[src/safety_group_defines.svh]
// Timing counts, codes and register offsets for the safety group tracker
`ifndef SAFETY_GROUP_DEFINES_SVH
`define SAFETY_GROUP_DEFINES_SVH

// State codes
`define STATE_RUN 8'h01
`define STATE_STOP 8'h02
`define STATE_ERROR 8'h04
`define STATE_RESET 8'h05
`define STATE_START 8'h06
`define STATE_HALTED 8'h07
`define STATE_DEACTIVE 8'h10
`define STATE_AWAIT 8'h11

// Diagnostic codes
`define DIAG_NONE 16'h0000
`define DIAG_BLOCK 16'h0001
`define DIAG_LINK 16'h0002
`define DIAG_UNIT 16'h0003
`define DIAG_ANALOG 16'h0004
`define DIAG_PASSIVATE 16'h0005
`define DIAG_RESTART 16'h0006

// Register byte offsets
`define REG_CTRL 12'h000
`define REG_STATUS 12'h004
`define REG_IRQ_STATUS 12'h008
`define REG_IRQ_CLEAR 12'h00c
`define REG_IRQ_ENABLE 12'h010
`define REG_TIMEOUT 12'h014

// Control register fields
`define CTRL_MAP_STATE 0
`define CTRL_MAP_DIAG 1
`define CTRL_DEACTIVATE 2
`define CTRL_PASSIVATE 3
`define CTRL_RESET 32'h0000_0000

// Passivate timeout, milliseconds, reset default
`define PASSIVATE_TIMEOUT_MS 10000
`define CLK_MHZ 200
`define TIMEOUT_RESET 32'h0000_2710
`define CYCLES_PER_MS 18'h30d40

// Interrupt bits
`define IRQ_ERROR 0
`define IRQ_RUN 1
`define IRQ_STOP 2
`define IRQ_WIDTH 3

`endif

[src/safety_group_pkg.sv]
// Types shared by the safety group tracker
package safety_group_pkg;

    typedef enum logic [7:0] {
        running_state = 8'b0000_0001,
        stopped_state = 8'b0000_0010,
        error_state = 8'b0000_0100,
        resetting_state = 8'b0000_1000,
        starting_state = 8'b0001_0000,
        halted_with_fault_state = 8'b0010_0000,
        deactive_state = 8'b0100_0000,
        await_link_fault_state = 8'b1000_0000
    } group_state_type;

    typedef struct packed {
        logic run;
        logic err_ack;
        logic unit_fault_in;
        logic link_fault;
        logic link_startup_done;
        logic block_fault;
        logic analog_mismatch;
        logic program_restart;
    } group_inputs_type;

    typedef struct packed {
        logic psel;
        logic penable;
        logic pwrite;
        logic [11:0] paddr;
        logic [31:0] pwdata;
    } apb_req_type;

    typedef struct packed {
        logic [7:0] state_code;
        logic [15:0] diag_code;
    } group_report_type;

endpackage : safety_group_pkg

[src/input_sync.sv]
// Three-stage synchroniser with agreement of the last two stages
`timescale 1ns/1ps
module input_sync
    import safety_group_pkg::*;
(
    input wire logic ref_clk,
    input wire logic rst,
    input wire logic clk_en,
    input wire group_inputs_type raw,
    output group_inputs_type clean
);
    typedef struct packed {
        group_inputs_type s1;
        group_inputs_type s2;
        group_inputs_type s3;
        group_inputs_type held;
    } sync_type;

    sync_type q;
    sync_type next_q;

    always_comb begin
        next_q = q;
        next_q.s1 = raw;
        next_q.s2 = q.s1;
        next_q.s3 = q.s2;
        // Only the agreeing later stages move the held value
        for (int i = 0; i < $bits(group_inputs_type); i++) begin
            if (q.s2[i] == q.s3[i]) begin
                next_q.held[i] = q.s3[i];
            end
        end
    end

    always_ff @(posedge ref_clk) begin
        if (rst) begin
            q <= '0;
        end else if (clk_en) begin
            q <= next_q;
        end
    end

    assign clean = q.held;
endmodule : input_sync

[src/safety_group_state_diag.sv]
// Safety group state and diagnostic tracker with APB registers
`timescale 1ns/1ps
`include "safety_group_defines.svh"

// Overview of operation
// - Running only with run high, no error, all links started; stopped when run low
// - Error state reports code 4 with the error cause in the diagnostic
// - After error, causes cleared and acknowledge high gives resetting, code 5
// - Starting, code 6, while run high and links not yet started
// - At start or init, group with links enters halted with fault, code 7
// - Halted with fault moves to error when run goes high
// - Deactivated by setting reports code 16
// - Passivate setting reports code 17 while awaiting a link fault
// - Diagnostic 0 when no error, 1 when a function block faults
// - Diagnostic 2 when any assigned link is faulty
// - Diagnostic 3 when the unit fault input is high
// - Diagnostic 4 when analog inputs differ from saved values at start-up
// - Diagnostic 5 when passivate wait times out
// - Diagnostic 6 when the logic program was restarted
// - State and diagnostic mapped into process image when enabled
module safety_group_state_diag
    import safety_group_pkg::*;
(
    input wire logic ref_clk,
    input wire logic rst,
    input wire logic clk_en,
    input wire logic links_assigned,
    input wire group_inputs_type group_in,
    input wire logic psel,
    input wire logic penable,
    input wire logic pwrite,
    input wire logic [11:0] paddr,
    input wire logic [31:0] pwdata,
    output logic [31:0] prdata,
    output logic pready,
    output logic pslverr,
    output logic [7:0] image_state,
    output logic [15:0] image_diag,
    output logic irq
);

    // ------------------------------------------------------------
    // Types and helpers
    // ------------------------------------------------------------
    typedef struct packed {
        group_state_type state;
        logic [15:0] diag;
        logic [31:0] ctrl;
        logic [31:0] timeout_ms;
        logic [17:0] ms_div;
        logic [31:0] ms_count;
        logic [`IRQ_WIDTH-1:0] irq_status;
        logic [`IRQ_WIDTH-1:0] irq_enable;
        logic [31:0] rdata;
        logic [7:0] img_state;
        logic [15:0] img_diag;
        logic started;
    } core_type;

    function automatic logic [7:0] state_code(input group_state_type s);
        unique case (s)
            running_state: state_code = `STATE_RUN;
            stopped_state: state_code = `STATE_STOP;
            error_state: state_code = `STATE_ERROR;
            resetting_state: state_code = `STATE_RESET;
            starting_state: state_code = `STATE_START;
            halted_with_fault_state: state_code = `STATE_HALTED;
            deactive_state: state_code = `STATE_DEACTIVE;
            await_link_fault_state: state_code = `STATE_AWAIT;
            default: state_code = 8'h00;
        endcase
    endfunction : state_code

    function automatic logic is_addr(input logic [11:0] a, input logic [11:0] r);
        is_addr = (a == r);
    endfunction : is_addr

    // ------------------------------------------------------------
    // Input synchronisation
    // ------------------------------------------------------------
    group_inputs_type in_s;

    input_sync u_sync (
        .ref_clk(ref_clk),
        .rst(rst),
        .clk_en(clk_en),
        .raw(group_in),
        .clean(in_s)
    );

    core_type q;
    core_type next_q;
    logic init_pending;

    logic any_cause;
    logic [15:0] cause_diag;
    logic timed_out;
    logic wr_cycle;
    logic rd_cycle;
    logic mapped;

    // Fixed priority: the worst cause wins when several coexist
    always_comb begin
        cause_diag = `DIAG_NONE;
        if (in_s.program_restart) begin
            cause_diag = `DIAG_RESTART;
        end else if (in_s.unit_fault_in) begin
            cause_diag = `DIAG_UNIT;
        end else if (in_s.link_fault) begin
            cause_diag = `DIAG_LINK;
        end else if (in_s.analog_mismatch && !q.started) begin
            cause_diag = `DIAG_ANALOG;
        end else if (in_s.block_fault) begin
            cause_diag = `DIAG_BLOCK;
        end
    end

    assign any_cause = (cause_diag != `DIAG_NONE);
    assign timed_out = (q.ms_count >= q.timeout_ms);
    assign wr_cycle = psel && penable && pwrite;
    assign rd_cycle = psel && !penable && !pwrite;
    assign mapped = is_addr(paddr, `REG_CTRL) || is_addr(paddr, `REG_STATUS)
        || is_addr(paddr, `REG_IRQ_STATUS) || is_addr(paddr, `REG_IRQ_CLEAR)
        || is_addr(paddr, `REG_IRQ_ENABLE) || is_addr(paddr, `REG_TIMEOUT);

    // ------------------------------------------------------------
    // Group state machine and registers
    // ------------------------------------------------------------
    always_comb begin
        next_q = q;
        next_q.ms_div = q.ms_div + 18'h1;
        if (q.ms_div == `CYCLES_PER_MS - 18'h1) begin
            next_q.ms_div = '0;
        end
        unique case (q.state)
            stopped_state: begin
                if (q.ctrl[`CTRL_DEACTIVATE]) begin
                    next_q.state = deactive_state;
                end else if (in_s.run) begin
                    next_q.state = starting_state;
                end
                next_q.diag = `DIAG_NONE;
            end
            halted_with_fault_state: begin
                if (in_s.run) begin
                    next_q.state = error_state;
                    next_q.diag = any_cause ? cause_diag : `DIAG_LINK;
                end
            end
            starting_state: begin
                if (!in_s.run) begin
                    next_q.state = stopped_state;
                end else if (any_cause) begin
                    next_q.state = error_state;
                    next_q.diag = cause_diag;
                end else if (in_s.link_startup_done) begin
                    next_q.state = running_state;
                    next_q.started = 1'b1;
                end
            end
            running_state: begin
                if (any_cause) begin
                    next_q.state = error_state;
                    next_q.diag = cause_diag;
                end else if (q.ctrl[`CTRL_PASSIVATE]) begin
                    next_q.state = await_link_fault_state;
                    next_q.ms_count = '0;
                end else if (!in_s.run) begin
                    next_q.state = stopped_state;
                end else if (!in_s.link_startup_done) begin
                    next_q.state = starting_state;
                end
            end
            await_link_fault_state: begin
                if (q.ms_div == `CYCLES_PER_MS - 18'h1) begin
                    next_q.ms_count = q.ms_count + 32'h1;
                end
                if (in_s.link_fault) begin
                    next_q.state = error_state;
                    next_q.diag = `DIAG_LINK;
                end else if (timed_out) begin
                    next_q.state = error_state;
                    next_q.diag = `DIAG_PASSIVATE;
                end
            end
            error_state: begin
                // Exit only via resetting; state is never cleared silently
                if (!any_cause && in_s.err_ack) begin
                    next_q.state = resetting_state;
                end
            end
            resetting_state: begin
                if (any_cause) begin
                    next_q.state = error_state;
                    next_q.diag = cause_diag;
                end else if (!in_s.err_ack) begin
                    next_q.diag = `DIAG_NONE;
                    next_q.state = in_s.run ? starting_state : stopped_state;
                end
            end
            deactive_state: begin
                if (!q.ctrl[`CTRL_DEACTIVATE]) begin
                    next_q.state = stopped_state;
                end
            end
        endcase

        // Interrupt events; a set beats a clear in the same cycle
        if (wr_cycle && is_addr(paddr, `REG_IRQ_CLEAR)) begin
            next_q.irq_status = q.irq_status & ~pwdata[`IRQ_WIDTH-1:0];
        end
        if (next_q.state == error_state && q.state != error_state) begin
            next_q.irq_status[`IRQ_ERROR] = 1'b1;
        end
        if (next_q.state == running_state && q.state != running_state) begin
            next_q.irq_status[`IRQ_RUN] = 1'b1;
        end
        if (next_q.state == stopped_state && q.state != stopped_state) begin
            next_q.irq_status[`IRQ_STOP] = 1'b1;
        end

        // APB writes
        if (wr_cycle && is_addr(paddr, `REG_CTRL)) begin
            next_q.ctrl = {28'h0, pwdata[3:0]};
        end
        if (wr_cycle && is_addr(paddr, `REG_IRQ_ENABLE)) begin
            next_q.irq_enable = pwdata[`IRQ_WIDTH-1:0];
        end
        if (wr_cycle && is_addr(paddr, `REG_TIMEOUT)) begin
            next_q.timeout_ms = pwdata;
        end

        // Read data captured in setup so the access phase needs no wait
        if (rd_cycle) begin
            next_q.rdata = 32'h0;
            if (is_addr(paddr, `REG_CTRL)) begin
                next_q.rdata = q.ctrl;
            end else if (is_addr(paddr, `REG_STATUS)) begin
                next_q.rdata = {8'h0, state_code(q.state), q.diag};
            end else if (is_addr(paddr, `REG_IRQ_STATUS)) begin
                next_q.rdata = {29'h0, q.irq_status};
            end else if (is_addr(paddr, `REG_IRQ_ENABLE)) begin
                next_q.rdata = {29'h0, q.irq_enable};
            end else if (is_addr(paddr, `REG_TIMEOUT)) begin
                next_q.rdata = q.timeout_ms;
            end
        end

        // Process image copy, zero when mapping is off
        next_q.img_state = q.ctrl[`CTRL_MAP_STATE] ? state_code(q.state) : 8'h00;
        next_q.img_diag = q.ctrl[`CTRL_MAP_DIAG] ? q.diag : 16'h0000;
    end

    always_ff @(posedge ref_clk) begin
        if (rst) begin
            q.state <= stopped_state;
            q.diag <= `DIAG_NONE;
            q.ctrl <= `CTRL_RESET;
            q.timeout_ms <= `TIMEOUT_RESET;
            q.ms_div <= '0;
            q.ms_count <= '0;
            q.irq_status <= '0;
            q.irq_enable <= '0;
            q.rdata <= '0;
            q.img_state <= '0;
            q.img_diag <= '0;
            q.started <= 1'b0;
            init_pending <= 1'b1;
        end else if (clk_en) begin
            q <= next_q;
            // Strap caught after release, not under reset
            if (init_pending) begin
                init_pending <= 1'b0;
                if (links_assigned) begin
                    q.state <= halted_with_fault_state;
                end
            end
        end
    end

    // ------------------------------------------------------------
    // Bus and outputs
    // ------------------------------------------------------------
    assign pready = 1'b1;
    assign pslverr = psel && penable && !mapped;
    assign prdata = q.rdata;
    assign image_state = q.img_state;
    assign image_diag = q.img_diag;
    assign irq = |(q.irq_status & q.irq_enable);

    // ------------------------------------------------------------
    // Checks
    // ------------------------------------------------------------
    chk_run_needs_start: assert property (@(posedge ref_clk) disable iff (rst)
        (q.state == starting_state && clk_en && in_s.run && !any_cause
         && in_s.link_startup_done) |=> q.state == running_state)
        else $error("run not entered after start-up");
    chk_stop_on_run_low: assert property (@(posedge ref_clk) disable iff (rst)
        (q.state == running_state && clk_en && !in_s.run && !any_cause
         && !q.ctrl[`CTRL_PASSIVATE]) |=> q.state == stopped_state)
        else $error("run low did not stop group");
    chk_error_diag: assert property (@(posedge ref_clk) disable iff (rst)
        (q.state == error_state) |-> (q.diag != `DIAG_NONE))
        else $error("error state without cause");
    chk_reset_path: assert property (@(posedge ref_clk) disable iff (rst)
        (q.state == error_state && clk_en && !any_cause && in_s.err_ack && !init_pending)
        |=> q.state == resetting_state)
        else $error("acknowledge did not reset group");
    chk_error_exit: assert property (@(posedge ref_clk) disable iff (rst)
        ($past(q.state) == error_state && q.state != error_state)
        |-> q.state == resetting_state)
        else $error("error left other than via reset");
    chk_halt_to_error: assert property (@(posedge ref_clk) disable iff (rst)
        (q.state == halted_with_fault_state && clk_en && in_s.run && !init_pending)
        |=> q.state == error_state)
        else $error("halted group ignored run");
    chk_timeout_diag: assert property (@(posedge ref_clk) disable iff (rst)
        (q.state == await_link_fault_state && clk_en && timed_out && !in_s.link_fault
         && !init_pending) |=> (q.state == error_state && q.diag == `DIAG_PASSIVATE))
        else $error("passivate timeout not reported");
    chk_image_copy: assert property (@(posedge ref_clk) disable iff (rst)
        (clk_en && !q.ctrl[`CTRL_MAP_STATE]) |=> image_state == 8'h00)
        else $error("state mapped while disabled");
    chk_stop_diag: assert property (@(posedge ref_clk) disable iff (rst)
        (q.state == stopped_state && clk_en && !init_pending) |=> q.diag == `DIAG_NONE)
        else $error("stopped group kept a diagnostic");
    chk_deactivate_entry: assert property (@(posedge ref_clk) disable iff (rst)
        (q.state == stopped_state && clk_en && q.ctrl[`CTRL_DEACTIVATE] && !init_pending)
        |=> q.state == deactive_state)
        else $error("deactivate setting ignored");

endmodule : safety_group_state_diag

[config.mk]
export PLATFORM = sky130hd
export DESIGN_NAME = safety_group_state_diag
export DESIGN_NICKNAME = d
export VERILOG_FILES = /design/src/safety_group_pkg.sv /design/src/input_sync.sv /design/src/safety_group_state_diag.sv
export VERILOG_INCLUDE_DIRS = /design/src /design/src/src
export SDC_FILE = /design/constraint.sdc
export NUM_CORES = 1
export LEC_CHECK = 0
export ABC_AREA = 1
export BUFFER_PORTS_ARGS = -buffer_cell sky130_fd_sc_hd__buf_4
export CAP_MARGIN = 20
export CORE_MARGIN = 2
export CORE_UTILIZATION = 40
export DETAILED_ROUTE_END_ITERATION = 8
export GPL_TIMING_DRIVEN = 0
export SETUP_SLACK_MARGIN = 0.05
export SYNTH_ARGS = -nofsm -noshare
export SYNTH_HDL_FRONTEND = slang
export SYNTH_HIERARCHICAL = 1
export SYNTH_SLANG_ARGS = --single-unit
[constraint.sdc]
create_clock -name ref_clk -period 4.6 [get_ports ref_clk]
set_input_delay 0.69 -clock ref_clk [delete_from_list [all_inputs] [get_ports ref_clk]]
set_output_delay 0.69 -clock ref_clk [all_outputs]
set_load 0.005 [all_outputs]
# [Word level (Yosys, flattened, before mapping)]
# Index checks and enable logic that the tools add are counted.
[totals] output_inout_bits=59 register_bits=206 input_bits=59
[op_classes] n_lt_le_gt_ge=1 eq_ne=35 n_bitwise=4 muxes=46 n_reduce_logical=50 add_sub_neg=2
[op_table] operator="$mux W32" count=8
[op_table] operator="$mux W24" count=5
[op_table] operator="$mux W8" count=14
[op_table] operator="$pmux W16 S6" count=1
[op_table] operator="$mux W16" count=4
[op_table] operator="$pmux W32 S2" count=1
[op_table] operator="$pmux W8 S8" count=1
[op_table] operator="$pmux W5 S8" count=1
[op_table] operator="$add A32 B1 Y32 const B" count=1
[op_table] operator="$ge A32 B32 Y1" count=1
[op_table] operator="$reduce_and A2 Y1" count=15
[op_table] operator="$eq A12 B4 Y1 const B" count=2
[op_table] operator="$eq A12 B5 Y1 const B" count=2
[op_table] operator="$add A18 B1 Y18 const B" count=1
[op_table] operator="$eq A18 B18 Y1 const B" count=1
[op_table] operator="$mux W18" count=1
[op_table] operator="$eq A8 B1 Y1 const B" count=2
[op_table] operator="$eq A8 B2 Y1 const B" count=2
[op_table] operator="$eq A8 B3 Y1 const B" count=2
[op_table] operator="$reduce_bool A16 Y1" count=1
[op_table] operator="$mux W3" count=5
[op_table] operator="$logic_and A1 B1 Y1" count=14
[op_table] operator="$eq A12 B3 Y1 const B" count=1
[op_table] operator="$logic_not A12 Y1" count=1
[op_table] operator="25 further kinds" count=51

# [Longest topological paths before layout]
# Gate-level depths: netlist of run 1.
[depth] depth_word=15 depth_mapped=19

# [Cells and area by module]
# Netlist of run 1, hierarchy kept.
[modules_own_cells] module="safety_group_state_diag" cells_each=1212 area_per_inst_um2=8220.4 seq_area_each_um2=2882.8 instances=1
[modules_own_cells] module="input_sync" cells_each=186 area_per_inst_um2=1327.5 seq_area_each_um2=640.6 instances=1

# [Worst setup path after synthesis of run 1]
# Ideal clock, no wire load.
[synth_timing] kind="input -> output" startpoint="in paddr[1]" endpoint="out pslverr" arrival_ns=1.509 t_required_ns=3.910 slack_ns=2.401 stages=9 n_path_buf=1 path_cell_list="nor2_1 -> inv_1 -> nor2_1 -> nand2_1 -> nor2_1 -> buf_2 -> inv_1 -> nand2_1 -> nor4_1"
[synth_via] elab_chain_cells=8 word_cells_on_any_way=13 classes_between="eq/ne: 5; reduce/logical: 8"
[synth_lines] item="from (decl)" line="safety_group_state_diag.sv:32" text="input wire logic [11:0] paddr,"
[synth_lines] item="$eq A12 B3 Y1 or $logic_not A12 Y1 (tied branches)" line="safety_group_state_diag.sv:75" text="is_addr = (a == r);"
[synth_lines] item="$logic_or A1 B1 Y1 (4 in series)" line="safety_group_state_diag.sv:122" text="assign mapped = is_addr(paddr, `REG_CTRL) || is_addr(paddr, `REG_STATUS)"
[synth_lines] item="$logic_or A1 B1 Y1 *" line="safety_group_state_diag.sv:122"
[synth_lines] item="$logic_not A1 Y1 *" line="safety_group_state_diag.sv:285" text="assign pslverr = psel && penable && !mapped;"
[synth_lines] item="$logic_and A1 B1 Y1 *" line="safety_group_state_diag.sv:285"
[synth_lines] item="to (decl)" line="safety_group_state_diag.sv:36" text="output logic pslverr,"
# Mark *: on every way between the ends. The rest lies on a longest branch, timed or not.

# [Final worst setup path of run 1]
[layout_timing] startpoint="in paddr[11]" endpoint="out pslverr"
# The elaborated chain is that of the path after synthesis.

==> results.sh, run 1 <==
export IMPL_num_vias=9237
export IMPL_status="finished clean"
export IMPL_grt_pass1_vias=8594
export IMPL_critPathBufInv=3
export IMPL_compound_gate_portion_of_the_synthesized_area=0.146
export IMPL_path_delay_family="simple AND/OR/NAND/NOR gates"
export IMPL_setup_reg_to_reg_worst_slack_ps=2310
export IMPL_port_buffer_count=99
export IMPL_worst_setup_path_start_kind="primary input"
export IMPL_netlist_top_cells_area="sky130_fd_sc_hd__dfxtp_1, sky130_fd_sc_hd__nand2_1, sky130_fd_sc_hd__a21oi_1"
export IMPL_synthDominantAreaCellType="sky130_fd_sc_hd__dfxtp_1"
export IMPL_floorplan_core_area_um2=23500
export IMPL_final_seq_area_um2=3520
export IMPL_crit_path_start="paddr[11]"
export IMPL_boundaryPins=118
export IMPL_nNetsFinal=1625
export IMPL_clk_insertion_delay_late_ps=430
export IMPL_remaining_routing_drc_violations=0
export IMPL_gpl_final_weighted_congestion=0.920
export IMPL_grt_antenna_before_repair=0
export IMPL_critical_path_class="primary input to output port"
export IMPL_sum_of_overflow_across_all_layers_after_global_routing=0
export IMPL_cts_buffers_inserted=17
export IMPL_place_detailed_hpwl_mm=21.2
export IMPL_setup_repair_after_global_routing_missed_its_margin="no"
export IMPL_seq_cells_post_synth=176
export IMPL_grt_start_max_net_pins=19
export IMPL_post_cts_resized_instances=0
export IMPL_areaGrowthSynthToFinish_pct=18.6
export IMPL_synth_xor_xnor_area_share=0.0303
export IMPL_slowest_stage="sky130_fd_sc_hd__nor2_1"
export IMPL_worst_hold_path_type="primary input to flip-flop"
export IMPL_initial_core_util=0.407
export IMPL_worst_slack_ps=1870
export IMPL_worstReg2RegStart="q[194]"
export IMPL_fin_crit_ps=2730
export IMPL_setup_viol=0
export IMPL_setup_worst_path_end_class="output port"
export IMPL_die_width_um=159
export IMPL_grt_pass1_wl_mm=43.4
export IMPL_deepest_clock_path_buffer_count=2
export IMPL_vdd_ir_drop_worst_uv=211
export IMPL_grt_usage=0.222
export IMPL_multi_input_area_um2=4770
export IMPL_worstMarginPinSlew_ps=837
export IMPL_dr_first_iter_drc_count=684
export IMPL_cap_viol_max_count=0
export IMPL_holdBufCountCts=0
export IMPL_required_ps=3910
export IMPL_yosysSeqAreaShare=0.369
export IMPL_timing_hold_violations_final=0
export IMPL_critPathArrivalTime_ps=2040
export IMPL_worst_r2r_cell_count=9
export IMPL_antenna_cells=0
export IMPL_synthAdderAreaFrac=0.0446
export IMPL_fmax_mhz=366
export IMPL_finalCritPeriodShare=0.593
export IMPL_pwr_density_cell_nw_per_um2=278
export IMPL_yosys_area_share_simple=0.271
export IMPL_layoutNonFillerInstCount=1864
export IMPL_holdWs_ps=456
export IMPL_slew_hr=0.442
export IMPL_power_static_leakage_nw=4.66
export IMPL_routedWlPerCell_um=14.6
export IMPL_cp_depth=10
export IMPL_number_of_fillers_in_the_final_layout=2459
export IMPL_crit_top_cell="sky130_fd_sc_hd__nor2_1"
export IMPL_first_pass_iters=5
export IMPL_post_place_cells=1832
export IMPL_largest_stage_delay_on_the_critical_path_ps=380
export IMPL_yosys_warnings=6
export IMPL_netlist_area_leader_share=0.369
export IMPL_setup_worst_path_end="pslverr"
export IMPL_die_footprint_um2=25100
export IMPL_cts_clk_slew_worst_paths_ps=70
export IMPL_synth_distinct_cells=41
export IMPL_post_route_cells_drive_above_1_share=0.148
export IMPL_critical_path_cell_chain="buf_4 > nor2_1 > nand2_1 > nor2_1 > nand2_1 > nor2_1 > inv_1 > nand3_1 > nor4_1 > buf_4"
export IMPL_drt_vias_per_instance=4.96
export IMPL_cts_htree_levels=4
export IMPL_final_cell_mix="sky130_fd_sc_hd__nand2_1, sky130_fd_sc_hd__dfxtp_1, sky130_fd_sc_hd__a21oi_1, sky130_fd_sc_hd__buf_4, sky130_fd_sc_hd__inv_1"
export IMPL_synth_cell_area_um2=9550
export IMPL_rows=56
export IMPL_avgSynthCellArea_um2=6.83
export IMPL_capture_instance_of_the_worst_register_to_register_path="q[71]"
export IMPL_cts_sink_count=176
export IMPL_crit_path_max_fanout=6
export IMPL_place_worst_setup_slack_ps=1790
export IMPL_main_combinational_cell_family_by_area_after_synthesis="simple AND/OR/NAND/NOR gates"
export IMPL_portion_of_netlist_area_occupied_by_mux_cells=0
export IMPL_clockRootBuffer="sky130_fd_sc_hd__clkbuf_16"
export IMPL_cts_tree="built"
export IMPL_synth_cells=1398
export IMPL_post_cts_buffers=0
export IMPL_ant_nets=0
export IMPL_die_height_um=159
export IMPL_layout_cells_most_common="sky130_fd_sc_hd__nand2_1"
export IMPL_postRouteWirelength_mm=27.2
export IMPL_clk_skew_ps=12.4
export IMPL_timing_final_max_slew_violations=0
export IMPL_setup_tns_ps=0
[synthesized netlist by cell type]
cell type	count
sky130_fd_sc_hd__a211oi_1	3
sky130_fd_sc_hd__a211oi_2	1
sky130_fd_sc_hd__a21o_1	2
sky130_fd_sc_hd__a21oi_1	166
sky130_fd_sc_hd__a221oi_1	1
sky130_fd_sc_hd__a31oi_1	5
sky130_fd_sc_hd__and3_1	1
sky130_fd_sc_hd__buf_1	1
sky130_fd_sc_hd__buf_2	7
sky130_fd_sc_hd__buf_4	65
sky130_fd_sc_hd__buf_6	7
sky130_fd_sc_hd__clkbuf_1	36
sky130_fd_sc_hd__clkinv_1	1
sky130_fd_sc_hd__conb_1	2
sky130_fd_sc_hd__dfxtp_1	176
sky130_fd_sc_hd__ha_1	34
sky130_fd_sc_hd__inv_1	146
sky130_fd_sc_hd__inv_2	7
sky130_fd_sc_hd__nand2_1	362
sky130_fd_sc_hd__nand2_2	2
sky130_fd_sc_hd__nand3_1	62
sky130_fd_sc_hd__nand3b_1	1
sky130_fd_sc_hd__nand4_1	19
sky130_fd_sc_hd__nor2_1	112
sky130_fd_sc_hd__nor2_2	3
sky130_fd_sc_hd__nor2_4	2
sky130_fd_sc_hd__nor3_1	36
sky130_fd_sc_hd__nor3b_1	1
sky130_fd_sc_hd__nor4_1	16
sky130_fd_sc_hd__o2111ai_1	4
sky130_fd_sc_hd__o211ai_1	8
sky130_fd_sc_hd__o21a_1	3
sky130_fd_sc_hd__o21ai_0	65
sky130_fd_sc_hd__o21bai_1	1
sky130_fd_sc_hd__o221ai_1	1
sky130_fd_sc_hd__o22ai_1	1
sky130_fd_sc_hd__o32ai_1	1
sky130_fd_sc_hd__or2_2	3
sky130_fd_sc_hd__or3_1	1
sky130_fd_sc_hd__xnor2_1	11
sky130_fd_sc_hd__xor2_1	22
[stage by stage]
step / cell area (um2) / util / total power (W)
floorplan: 9610 / - / 0.00167
global placement: 10800 / 0.458 / 0.00176
detailed placement: 10800 / 0.458 / 0.00176
CTS: 11300 / 0.482 / 0.00318
global route: 11300 / 0.482 / 0.00327
finish: 11300 / 0.482 / 0.00315
[state kept, by name (all words and copies together), names as in the netlist]
name	flops
image_state	4
u_sync/q	8
q	104
image_diag	3
init_pending	1
u_sync/clean	8
u_sync/next_q	16
prdata	32
[cells by family after synthesis]
logic type / after synthesis
AO/OA/AOI/OAI: 262
AND/OR/NAND/NOR: 621
other: 2
buffers and inverters: 270
flip-flops: 176
XOR/XNOR: 33
adder cells (fa/ha/maj): 34
[worst reg2reg max path, stage by stage (launching register included)]
cell                       delay (ps)
sky130_fd_sc_hd__dfxtp_1          380
sky130_fd_sc_hd__nor2_1           150
sky130_fd_sc_hd__nand2_1          130
sky130_fd_sc_hd__inv_2             80
sky130_fd_sc_hd__nand4_1          180
sky130_fd_sc_hd__buf_2            280
sky130_fd_sc_hd__inv_1            210
sky130_fd_sc_hd__clkbuf_1         450
sky130_fd_sc_hd__nand4_1          200
sky130_fd_sc_hd__a21oi_1          150
[per-layer routing]
| layer | vias up | wire (um) | global-route usage |
|---|---|---|---|
| met5 | - | 0 | 0 |
| met4 | 0 | 397 | 0.0588 |
| met3 | 28 | 1080 | 0.0324 |
| met2 | 198 | 13000 | 0.382 |
| met1 | 4275 | 12700 | 0.291 |
| li1 | 4736 | - | - |
[how the worst min path moves through the flow]
stage,start,to,slack [ps],cells past startpoint
finish,rst,u_sync/next_q[17],460,2
global route,rst,u_sync/next_q[17],440,2
CTS,rst,u_sync/next_q[16],440,2
detailed placement,init_pending,init_pending,450,2
global placement,init_pending,init_pending,440,2
floorplan,init_pending,init_pending,420,2
[area by class of cell]
cell class,count,area share
Clock buffer,17,0.0376
Multi-Input combinational cell,968,0.421
Inverter,154,0.0511
Clock inverter,15,0.0129
Sequential cell,176,0.311
Buffer,116,0.0654
Timing Repair Buffer,99,0.0656
Tap cell,319,0.0353
[report_power, final]
group,internal [W],total (W),switching [W]
sequential,0.00153,0.00154,0.00000753
combinational,0.0000738,0.000179,0.000106
clock,0.000720,0.00143,0.000708
total,0.00233,0.00315,0.000821
Power figures use the tool's default switching activity.
==> inputs of run 2 (changes only) <==
- ABC_AREA: 1 -> 0
- clock period: 4.6 -> 2.49 ns (I/O delays scaled with it)
==> results.sh, run 2 <==
export IMPL_die_height_um=156
export IMPL_async_flop_share=0
export IMPL_yosys_cell_count_top_type="sky130_fd_sc_hd__dfxtp_1"
export IMPL_gpl_final_weighted_congestion=0.873
export IMPL_num_vias=8245
export IMPL_top_register="q"
export IMPL_setup_worst_path_end_class="flip-flop"
export IMPL_cts_tree="built"
export IMPL_final_cell_mix="sky130_fd_sc_hd__buf_4, sky130_fd_sc_hd__dfxtp_1, sky130_fd_sc_hd__nor2_1, sky130_fd_sc_hd__nand2_1, sky130_fd_sc_hd__a21oi_1"
export IMPL_seq_cells_post_synth=176
export IMPL_finalCritPeriodShare=1.07
export IMPL_critPathArrivalTime_ps=2990
export IMPL_status="complete, but fails checks"
export IMPL_avgSynthCellArea_um2=8.29
export IMPL_yosys_warnings=6
export IMPL_dr_first_iter_drc_count=545
export IMPL_timing_final_max_slew_violations=0
export IMPL_setup_repair_after_global_routing_missed_its_margin="yes"
export IMPL_grt_antenna_before_repair=0
export IMPL_worst_hold_path_type="primary input to flip-flop"
export IMPL_clk_insertion_delay_late_ps=440
export IMPL_worst_setup_path_start_kind="flip-flop"
export IMPL_post_route_utilization=0.516
export IMPL_areaGrowthSynthToFinish_pct=26.9
export IMPL_power_total_w=0.00591
export IMPL_boundaryPins=118
export IMPL_first_pass_iters=6
export IMPL_worstMarginPinSlew_ps=816
export IMPL_cts_clk_slew_worst_paths_ps=70
export IMPL_cts_sink_count=176
export IMPL_grt_usage=0.213
export IMPL_required_ps=2820
export IMPL_place_worst_setup_slack_ps=-812
export IMPL_nNetsFinal=1374
export IMPL_slew_hr=0.456
export IMPL_clk_skew_ps=12.3
export IMPL_postRouteWirelength_mm=25.9
export IMPL_die_width_um=156
export IMPL_timing_hold_violations_final=0
export IMPL_worst_slack_ps=-168
export IMPL_layout_cells_most_common="sky130_fd_sc_hd__buf_4"
export IMPL_cap_viol_max_count=0
export IMPL_port_buffer_count=98
export IMPL_critical_path_class="flip-flop to flip-flop"
export IMPL_sum_of_overflow_across_all_layers_after_global_routing=0
export IMPL_grt_pass1_wl_mm=40.8
export IMPL_holdBufCountCts=0
export IMPL_setup_viol=8
export IMPL_deepest_clock_path_buffer_count=2
export IMPL_netlist_area_leader_share=0.382
export IMPL_synth_cells=1111
export IMPL_die_footprint_um2=24300
export IMPL_grt_pass1_vias=7577
export IMPL_failing_checks="setup timing"
export IMPL_holdWs_ps=137
export IMPL_ant_nets=0
export IMPL_vdd_ir_drop_worst_uv=423
export IMPL_synthTopCellsByCount="sky130_fd_sc_hd__dfxtp_1, sky130_fd_sc_hd__nor2_1, sky130_fd_sc_hd__nand2_1"
export IMPL_synthDominantAreaCellType="sky130_fd_sc_hd__dfxtp_1"
export IMPL_rows=55
export IMPL_routedWlPerCell_um=16.4
export IMPL_fmax_mhz=376
export IMPL_cts_buffers_inserted=17
export IMPL_power_static_leakage_nw=4.65
export IMPL_synth_distinct_cells=75
export IMPL_synth_enable_flop_cells=0
export IMPL_netlist_top_cells_area="sky130_fd_sc_hd__dfxtp_1, sky130_fd_sc_hd__nor2_1, sky130_fd_sc_hd__buf_4"
export IMPL_synth_cell_area_um2=9210
export IMPL_cts_htree_levels=4
export IMPL_clockRootBuffer="sky130_fd_sc_hd__clkbuf_16"
export IMPL_largest_register_ffs=104
export IMPL_place_detailed_hpwl_mm=18.9
export IMPL_fin_crit_ps=2660
export IMPL_floorplan_core_area_um2=22600
export IMPL_grt_start_max_net_pins=19
export IMPL_crit_path_max_fanout=4
export IMPL_post_route_cells_drive_above_1_share=0.288
export IMPL_antenna_cells=0
export IMPL_synth_flop_cell="sky130_fd_sc_hd__dfxtp_1"
export IMPL_drt_vias_per_instance=5.22
export IMPL_remaining_routing_drc_violations=0
export IMPL_yosysSeqAreaShare=0.382
export IMPL_initial_core_util=0.407
export IMPL_pwr_density_cell_nw_per_um2=506
## run 2: repair_timing
action	4_1_cts	5_1_grt
setup endpoints to repair	84	82
gates resized for setup	42	88
pin swaps	21	33
setup buffers	17	20
gates cloned	1	0
## run 2: layout make-up
type                       instances  area (um2)
buffer                           117         790
clock buffer                      18         439
clock inverter                    14         145
fill                            2144       11000
inverter                          58         218
multi-input combinational        775        5130
sequential                       176        3560
tap                              285         357
timing repair buffer             136        1050
## run 2: logic make-up after synthesis
| kind of cell | synth area share |
|---|---|
| DFF | 0.382 |
| xor gates and xnor gates | 0.0371 |
| and+or+nand+nor | 0.244 |
| AOI/OAI and AO/OA | 0.156 |
| muxes | 0.0282 |
| other | 0.000815 |
| buffers and inverters | 0.105 |
| adders and majority gates | 0.0462 |
## run 2: worst paths after layout
path / depth (start not counted) / slack, ps / to / startpoint
worst max register to register: 9 / -170 / q[60] / q[83]
worst max-delay path: 9 / -170 / q[60] / q[83]
worst min register to register: 2 / 450 / prdata[17] / prdata[17]
worst min-delay path: 2 / 140 / q[123] / pwdata[10]
## run 2: critical path, cell delays in order (launching register included)
cell	delay, ps
sky130_fd_sc_hd__dfxtp_1	370
sky130_fd_sc_hd__ha_1	220
sky130_fd_sc_hd__a21o_1	170
sky130_fd_sc_hd__a221o_1	350
sky130_fd_sc_hd__a221oi_2	370
sky130_fd_sc_hd__o21ai_4	140
sky130_fd_sc_hd__o41ai_4	360
sky130_fd_sc_hd__nand4_1	220
sky130_fd_sc_hd__nor4b_4	190
sky130_fd_sc_hd__a31o_1	170
## run 2: where the power goes
part	switching [W]	internal [W]	total [W]
Clock	0.00131	0.00136	0.00267
Sequential	0.0000208	0.00283	0.00285
Combinational	0.000216	0.000176	0.000392
Total	0.00154	0.00437	0.00591
## run 2: per-stage QoR
step	TNS, ps	cell area, um2	cells
3_3_place_gp	-34990	10400	1510
3_5_place_dp	-37720	10400	1510
2_1_floorplan	0	9280	1127
6_report	-583	11700	1579
5_1_grt	-1830	11700	1579
4_1_cts	-803	11300	1560
## run 2: routing by layer
metal	GRT usage	up-vias	wire length [um]
li1	-	4127	-
met5	0	-	0
met2	0.333	232	11500
met3	0.0356	40	1420
met4	0.0572	0	500
met1	0.305	3846	12500
